`config.mk`:
```
export PLATFORM = sky130hd
export DESIGN_NAME = cfg_port_device_flat
export DESIGN_NICKNAME = d
export VERILOG_FILES = /design/src/inc/cfg_port_pkg.sv /design/src/inc/cfg_link_if.sv /design/src/rtl/cfg_port_device.sv /design/src/flat_wrapper.sv
export SDC_FILE = /design/constraint.sdc
export NUM_CORES = 1
export LEC_CHECK = 0
export ABC_AREA = 1
export BUFFER_PORTS_ARGS = -buffer_cell sky130_fd_sc_hd__buf_2
export CAP_MARGIN = 20
export CORE_ASPECT_RATIO = 1.2
export CORE_UTILIZATION = 45
export CTS_CLUSTER_DIAMETER = 80
export DETAILED_ROUTE_END_ITERATION = 8
export RECOVER_POWER = 25
export SLEW_MARGIN = 20
export SYNTH_ARGS = -nofsm -noshare
export SYNTH_HDL_FRONTEND = slang
export SYNTH_SLANG_ARGS = --single-unit
```
`constraint.sdc`:
```
create_clock -name clock_i -period 3.36 [get_ports clock_i]
set_input_delay 0.672 -clock clock_i [delete_from_list [all_inputs] [get_ports clock_i]]
set_output_delay 0.672 -clock clock_i [all_outputs]
set_load 0.005 [all_outputs]
```
`src/inc/cfg_port_pkg.sv`:
```
// Shared constants for the serial configuration port.
`default_nettype none
package cfg_port_pkg;
	localparam int          WORD_BITS     = 16;
	localparam int          ADDR_BITS     = 7;
	localparam int          DATA_BITS     = 8;
	localparam int          CNT_W         = 5;
	localparam logic [4:0]  DATA_START    = 5'h08;
	localparam logic [4:0]  WORD_LEN      = 5'h10;
	localparam logic [6:0]  ADDR_RESET    = 7'h00;
	localparam logic [6:0]  ADDR_POWER    = 7'h01;
	localparam logic [6:0]  ADDR_TIMING   = 7'h02;
	localparam logic [6:0]  ADDR_OUTMODE  = 7'h03;
	localparam logic [7:0]  REG_RESET_VAL = 8'h00;
	localparam int          RESET_BIT     = 7;
	localparam int          PWR_MSB       = 1;
	localparam int          PWR_LSB       = 0;
	localparam int          INV_BIT       = 3;
	localparam int          PHASE_MSB     = 2;
	localparam int          PHASE_LSB     = 1;
	localparam int          DCS_BIT       = 0;
	localparam int          CUR_MSB       = 6;
	localparam int          CUR_LSB       = 4;
	localparam int          TERM_BIT      = 3;
	localparam int          HIZ_BIT       = 2;
	localparam int          FMT_MSB       = 1;
	localparam int          FMT_LSB       = 0;
	localparam logic [1:0]  PWR_NORMAL    = 2'h0;
	localparam logic [1:0]  PWR_NAP       = 2'h1;
	localparam logic [1:0]  PWR_SLEEP     = 2'h3;
	localparam logic [2:0]  CUR_UNUSED    = 3'h3;
	// Serial clock divider for the host: half period in system clocks (80 ns period).
	localparam int          SCK_HALF      = 5;
endpackage : cfg_port_pkg
`default_nettype wire

```
`src/inc/cfg_link_if.sv`:
```
// Serial link between the host and the device, with the open-drain data out wire.
`timescale 1ns/1ps
`default_nettype none
interface cfg_link_if;
	logic cs_n;
	logic sck;
	logic sdi;
	logic sdo_o;
	logic sdo_oe;
	logic sdo;
	// Open-drain line with a pull-up: low only while the device pulls.
	assign sdo = (sdo_oe && !sdo_o) ? 1'b0 : 1'b1;
	modport device (input cs_n, input sck, input sdi, output sdo_o, output sdo_oe);
	modport host (output cs_n, output sck, output sdi, input sdo);
endinterface : cfg_link_if
`default_nettype wire

```
`src/rtl/cfg_port_device.sv`:
```
// Device end: serial register port and mode control register bank.
`timescale 1ns/1ps
`default_nettype none
module cfg_port_device
	import cfg_port_pkg::*;
(
	input  wire logic       clock_i,
	input  wire logic       rst_i,
	input  wire logic       prog_mode_select_i,
	cfg_link_if.device      link,
	output logic [1:0]      power_state_field_o,
	output logic            nap_o,
	output logic            sleep_o,
	output logic            out_clock_invert_o,
	output logic [1:0]      out_clock_phase_sel_o,
	output logic            duty_stabilizer_en_o,
	output logic [2:0]      driver_current_sel_o,
	output logic            internal_term_en_o,
	output logic            outputs_hiz_o,
	output logic [1:0]      output_format_sel_o,
	output logic            phase_without_dcs_o
);
	// Pin copies: two flops each, and a third on the serial clock to find its edges.
	logic [1:0] cs_sync_q;
	logic [2:0] sck_sync_q;
	logic [1:0] sdi_sync_q;
	logic       mode_sync_q;
	logic       mode_q;

	// Frame state, cleared whenever the port is not selected.
	logic [CNT_W-1:0] bit_cnt_q;
	logic [WORD_BITS-2:0] shift_q;
	logic       rd_q;
	logic [DATA_BITS-1:0] rd_shift_q;

	// Mode control register bank.
	logic [DATA_BITS-1:0] power_q;
	logic [DATA_BITS-1:0] timing_q;
	logic [DATA_BITS-1:0] outmode_q;
	logic       sdo_drive_q;
	logic       sdo_oe_q;
	logic       active;
	logic       sck_rise;
	logic       sck_fall;
	logic       sample;
	logic       word_done;
	logic [ADDR_BITS-1:0] addr_w;
	logic [DATA_BITS-1:0] data_w;
	logic [DATA_BITS-1:0] rd_val;

	// Stage one of each synchroniser feeds only stage two.
	always_ff @(posedge clock_i) begin
		if (rst_i) begin
			cs_sync_q   <= 2'h3;
			sck_sync_q  <= 3'h0;
			sdi_sync_q  <= 2'h0;
			mode_sync_q <= 1'b1;
			mode_q      <= 1'b1;
		end else begin
			cs_sync_q   <= {cs_sync_q[0], link.cs_n};
			sck_sync_q  <= {sck_sync_q[1:0], link.sck};
			sdi_sync_q  <= {sdi_sync_q[0], link.sdi};
			mode_sync_q <= prog_mode_select_i;
			mode_q      <= mode_sync_q;
		end
	end

	// Every decision lags the pins by about three clocks; the host's half period
	// of five clocks leaves room for that.
	assign active    = !mode_q && !cs_sync_q[1];
	assign sck_rise  = sck_sync_q[1] && !sck_sync_q[2];
	assign sck_fall  = !sck_sync_q[1] && sck_sync_q[2];
	assign sample    = active && sck_rise && (bit_cnt_q < WORD_LEN);
	// A frame cut short before its sixteenth bit changes no register.
	assign word_done = sample && (bit_cnt_q == WORD_LEN - 5'h01);
	// Full word once the last bit arrives: flag, address, data, MSB first.
	assign addr_w    = shift_q[DATA_BITS+ADDR_BITS-2:DATA_BITS-1];
	assign data_w    = {shift_q[DATA_BITS-2:0], sdi_sync_q[1]};

	always_ff @(posedge clock_i) begin
		if (rst_i || !active) begin
			bit_cnt_q <= '0;
			shift_q   <= '0;
		end else if (sample) begin
			bit_cnt_q <= bit_cnt_q + 5'h01;
			shift_q   <= {shift_q[WORD_BITS-3:0], sdi_sync_q[1]};
		end
	end

	// Read flag latched after the first bit; the read data is fetched after the eighth.
	always_ff @(posedge clock_i) begin
		if (rst_i || !active) begin
			rd_q <= 1'b0;
		end else if (sample && bit_cnt_q == 5'h00) begin
			rd_q <= sdi_sync_q[1];
		end
	end

	// Register 00h and unmapped addresses read back as zero, so the reset bit never shows.
	always_comb begin
		unique case ({shift_q[ADDR_BITS-2:0], sdi_sync_q[1]})
			ADDR_POWER:   rd_val = power_q;
			ADDR_TIMING:  rd_val = timing_q;
			ADDR_OUTMODE: rd_val = outmode_q;
			default:      rd_val = REG_RESET_VAL;
		endcase
	end

	// Each bit changes just after a falling edge and stands for a whole serial period;
	// the host takes it at the next falling edge, just before it moves on.
	always_ff @(posedge clock_i) begin
		if (rst_i || !active) begin
			rd_shift_q  <= '0;
			sdo_drive_q <= 1'b1;
			sdo_oe_q    <= 1'b0;
		end else if (sample && bit_cnt_q == DATA_START - 5'h01 && rd_q) begin
			rd_shift_q  <= rd_val;
		end else if (sck_fall && rd_q && bit_cnt_q >= DATA_START && bit_cnt_q <= WORD_LEN) begin
			if (bit_cnt_q == WORD_LEN) begin
				sdo_oe_q <= 1'b0;
			end else begin
				sdo_drive_q <= rd_shift_q[DATA_BITS-1];
				sdo_oe_q    <= !rd_shift_q[DATA_BITS-1];
				rd_shift_q  <= {rd_shift_q[DATA_BITS-2:0], 1'b0};
			end
		end
	end

	assign link.sdo_o  = sdo_drive_q;
	assign link.sdo_oe = sdo_oe_q;

	// Software reset takes one cycle, so its bit never reads back as one.
	// A read never reaches this process, so the addressed register keeps its value.
	always_ff @(posedge clock_i) begin
		if (rst_i) begin
			power_q   <= REG_RESET_VAL;
			timing_q  <= REG_RESET_VAL;
			outmode_q <= REG_RESET_VAL;
		end else if (word_done && !rd_q) begin
			unique case (addr_w)
				ADDR_RESET: begin
					if (data_w[RESET_BIT]) begin
						power_q   <= REG_RESET_VAL;
						timing_q  <= REG_RESET_VAL;
						outmode_q <= REG_RESET_VAL;
					end
				end
				ADDR_POWER:   power_q   <= data_w;
				ADDR_TIMING:  timing_q  <= data_w;
				ADDR_OUTMODE: outmode_q <= data_w;
				default: ;
			endcase
		end
	end

	// One more register stage so that every output pin comes straight from a flip-flop.
	always_ff @(posedge clock_i) begin
		if (rst_i) begin
			power_state_field_o   <= PWR_NORMAL;
			nap_o                 <= 1'b0;
			sleep_o               <= 1'b0;
			out_clock_invert_o    <= 1'b0;
			out_clock_phase_sel_o <= 2'h0;
			duty_stabilizer_en_o  <= 1'b0;
			driver_current_sel_o  <= 3'h0;
			internal_term_en_o    <= 1'b0;
			outputs_hiz_o         <= 1'b0;
			output_format_sel_o   <= 2'h0;
			phase_without_dcs_o   <= 1'b0;
		end else begin
			power_state_field_o   <= power_q[PWR_MSB:PWR_LSB];
			nap_o                 <= power_q[PWR_MSB:PWR_LSB] == PWR_NAP;
			sleep_o               <= power_q[PWR_MSB:PWR_LSB] == PWR_SLEEP;
			out_clock_invert_o    <= timing_q[INV_BIT];
			out_clock_phase_sel_o <= timing_q[PHASE_MSB:PHASE_LSB];
			duty_stabilizer_en_o  <= timing_q[DCS_BIT];
			// Unused current code falls back to the default current.
			driver_current_sel_o  <= (outmode_q[CUR_MSB:CUR_LSB] == CUR_UNUSED) ?
				3'h0 : outmode_q[CUR_MSB:CUR_LSB];
			internal_term_en_o    <= outmode_q[TERM_BIT];
			outputs_hiz_o         <= outmode_q[HIZ_BIT];
			output_format_sel_o   <= outmode_q[FMT_MSB:FMT_LSB];
			// Flags a host that breaks the stabilizer requirement.
			phase_without_dcs_o   <= (timing_q[PHASE_MSB:PHASE_LSB] != 2'h0) &&
				!timing_q[DCS_BIT];
		end
	end

endmodule : cfg_port_device
`default_nettype wire

```
`src/flat_wrapper.sv`:
```
// flat-port wrapper written by rule: the top's interface ports become plain ports
module cfg_port_device_flat import cfg_port_pkg::*;
  (clock_i, rst_i, prog_mode_select_i, power_state_field_o, nap_o, sleep_o, out_clock_invert_o, out_clock_phase_sel_o, duty_stabilizer_en_o, driver_current_sel_o, internal_term_en_o, outputs_hiz_o, output_format_sel_o, phase_without_dcs_o, link_cs_n, link_sck, link_sdi, link_sdo_o, link_sdo_oe);
  cfg_link_if link_i ();
  input  wire logic clock_i;
  input  wire logic rst_i;
  input  wire logic prog_mode_select_i;
  output logic [1:0] power_state_field_o;
  output logic nap_o;
  output logic sleep_o;
  output logic out_clock_invert_o;
  output logic [1:0] out_clock_phase_sel_o;
  output logic duty_stabilizer_en_o;
  output logic [2:0] driver_current_sel_o;
  output logic internal_term_en_o;
  output logic outputs_hiz_o;
  output logic [1:0] output_format_sel_o;
  output logic phase_without_dcs_o;
  input wire logic [$bits(link_i.cs_n)-1:0] link_cs_n;
  input wire logic [$bits(link_i.sck)-1:0] link_sck;
  input wire logic [$bits(link_i.sdi)-1:0] link_sdi;
  output wire logic [$bits(link_i.sdo_o)-1:0] link_sdo_o;
  output wire logic [$bits(link_i.sdo_oe)-1:0] link_sdo_oe;
  assign link_i.cs_n = link_cs_n;
  assign link_i.sck = link_sck;
  assign link_i.sdi = link_sdi;
  assign link_sdo_o = link_i.sdo_o;
  assign link_sdo_oe = link_i.sdo_oe;
  cfg_port_device u_core (.clock_i(clock_i), .rst_i(rst_i), .prog_mode_select_i(prog_mode_select_i), .link(link_i), .power_state_field_o(power_state_field_o), .nap_o(nap_o), .sleep_o(sleep_o), .out_clock_invert_o(out_clock_invert_o), .out_clock_phase_sel_o(out_clock_phase_sel_o), .duty_stabilizer_en_o(duty_stabilizer_en_o), .driver_current_sel_o(driver_current_sel_o), .internal_term_en_o(internal_term_en_o), .outputs_hiz_o(outputs_hiz_o), .output_format_sel_o(output_format_sel_o), .phase_without_dcs_o(phase_without_dcs_o));
endmodule
```
==> metrics.cfg <==
[route]
post-route-drc-count = 0
wl_um = 6885
drt_iter0_markers = 204
dr.pass1.iters = 4
wl_per_cell_um = 13.11
via_per_inst = 5.061
vias = 2657
detail-route-antenna-nets = 0

[clocking]
clock_path_buffers = 2
cts_tree = done
cts_setup_buffers = 0
postCtsHoldBufs = 0
cts_max_level = 3
cts.sink_count = 79
clk_pin_slew_ns = 0.08
numCtsBuffers = 9
insertion_delay_ns = 0.35
ctsResizeCount = 0
cts_root_buf = clkbuf_8

[synthesis]
async_reset_ff_frac = 0
synth-simple-area-share = 0.3005
yosys.area_share.adder = 0.01159
ys_top_cells_by_count = nand2_1 (83), dfxtp_1 (79), nand3_1 (50), inv_1 (43), a21oi_1 (42)
ys_types = 26
netlist_area_um2 = 3239
syn-instance-count = 413
yosysTopAreaCellShare = 0.4882
synth_area_leaders = dfxtp_1 (49%), nand2_1 (9.6%), nand3_1 (7.7%)
ys_ff_latch = 79
synthMuxAreaShare = 0
yosysWarnings = 0
yosysTopAreaCell = dfxtp_1
synth_compound_area_frac = 0.1228
synth-seq-area-share = 0.4882
syn_avg_cell_area_um2 = 7.843
syn_nets = 422
synth_top_family_by_area = simple AND/OR/NAND/NOR gates
synth_edf_count = 0
synthMostInstantiatedCell = nand2_1
synthXorXnorAreaFrac = 0
synthFlopType = dfxtp_1

[worst_setup_path]
crit_top_cell = inv_1
start_kind = input pin
cpMaxStageDelayCell = buf_2
slowest_delay_ns = 0.50
crit_family = buffers and inverters
end_kind = register
path_max_fanout = 36
path_buf_inv = 3
critPathKind = input pin to register
startpoint = rst_i
path_cells = buf_2 -> inv_1 -> nand2_2 -> inv_1 -> o21ai_0 -> a21oi_1
critPathArrivalTime_ns = 2.39
crit_required_ns = 3.59
rr_startpoint = u_core.bit_cnt_q[0]$_SDFFE_PP0N_

[placement]
dp_hpwl_um = 4725
routabilityCongestion = 0.8216
portBuffers = 23

[die]
die_area_um2 = 7543
die_w_um = 79.45
io_pins = 24
die_h_um = 94.94
coreArea_um2 = 6895
initial_core_util = 0.4698
num_rows = 33

[min_path]
min-delay-start = u_core.sck_sync_q[0]$_SDFF_PP0_
hp-class = register to register

[sta]
setup_violations = 0
drv_slew = 0
rsz0062_at_grt = no
fin_crit_ns = 2.154
report.final.hold_viol_count = 0
finalCritPeriodShare = 0.6411
clock_skew_ns = 0.008395
fmax_mhz = 464.2
relSlewSlack = 0.3438
worst_slew_pin_slew_ns = 0.9811
setup_tns_ns = 0

[cells_and_area]
diodes = 0
fin_nets = 442
drive_gt1_frac = 0.1484
syn_to_final_growth_pct = 9.811

[power]
peakVddDrop_mv = 0.1962
p_leak_nw = 1.404
power.density_nw_per_um2 = 443.6
finalPower_w = 0.001578

[global_routing]
grt_usage = 0.2039
grt_pass1_wl_um = 11530
overflow = 0
antenna_found_initial = 0
grt_max_degree = 37
grt_pass1_vias = 2397

[job]
maxCapViolations = 0

[status]
status = finished clean

## cell families (layout without fill, tap and decap cells)
group | count (synthesis) | after routing
AO/OA/AOI/OAI | 75 | 75
flip-flops | 79 | 79
AND/OR/NAND/NOR | 196 | 196
buffers and inverters | 60 | 85
adder cells (fa/ha/maj) | 3 | 3
## registers in the layout, summed over array words and instances, names as in the netlist, 2 cells and up
register	count
u_core.driver_current_sel_o	3
u_core.outmode_q	8
u_core.power_q	8
u_core.cs_sync_q	2
u_core.rd_shift_q	8
u_core.bit_cnt_q	5
u_core.timing_q	8
u_core.shift_q	14
u_core.output_format_sel_o	2
u_core.sck_sync_q	3
u_core.power_state_field_o	2
u_core.out_clock_phase_sel_o	2
u_core.sdi_sync_q	2
## worst paths after layout
path         slack, ns  cells after the start                               to
min               0.40                      2  u_core.sck_sync_q[1]$_SDFF_PP0_
max               1.21                      6   u_core.shift_q[6]$_SDFFE_PP0N_
min reg2reg       0.40                      2  u_core.sck_sync_q[1]$_SDFF_PP0_
max reg2reg       1.46                     10  u_core.timing_q[4]$_SDFFE_PP0P_
## cell type report
| class | instances | area, µm² |
|---|---|---|
| clock buffer | 11 | 131.4 |
| inverter | 45 | 168.9 |
| tap | 87 | 108.9 |
| sequential | 79 | 1582 |
| fill | 696 | 3338 |
| timing repair buffer | 24 | 122.6 |
| clock inverter | 5 | 35.03 |
| multi-input combinational | 274 | 1409 |
## layer usage
layer | routed length [µm] | track usage
met1 | 3152 | 0.2606
met2 | 3234 | 0.3084
met3 | 226 | 0.03575
met4 | 272 | 0.1439
met5 | 0 | 0
## placed cells by master (no fill, tap or decap), drive strengths merged
cell / Yosys / final
a21oi: 43 / 43
buf: 9 / 24
clkbuf: 6 / 11
clkinv: 0 / 1
clkinvlp: 0 / 4
dfxtp: 79 / 79
ha: 3 / 3
inv: 45 / 45
nand2: 86 / 86
nand3: 52 / 52
nand4: 3 / 3
nor2: 42 / 42
nor3: 8 / 8
o211ai: 1 / 1
o21ai: 30 / 30
o31ai: 1 / 1
or2: 5 / 5
## worst min-delay path: stages (launching register included)
cell and delay, ns:
dfxtp_1 0.30, inv_1 0.04, nor2_1 0.03
## stage by stage
step	setup WS, ns	util	std cells	instance area (µm²)	hold WS, ns
after floorplan	1.734	-	413	3239	0.3883
after global placement	0.8808	0.4917	509	3391	0.3907
after detailed placement	0.8435	0.4917	509	3391	0.3924
after CTS	1.207	0.5159	525	3557	0.4035
after global routing	1.008	0.5159	525	3557	0.4316
final	1.206	0.5159	525	3557	0.4028
## where the power goes
group	internal, W	switching [W]
Combinational	0.00000671	0.0000156
Clock	0.000267	0.000345
Sequential	0.000940	0.00000382
No activity file was read; power rests on OpenSTA's default activity.
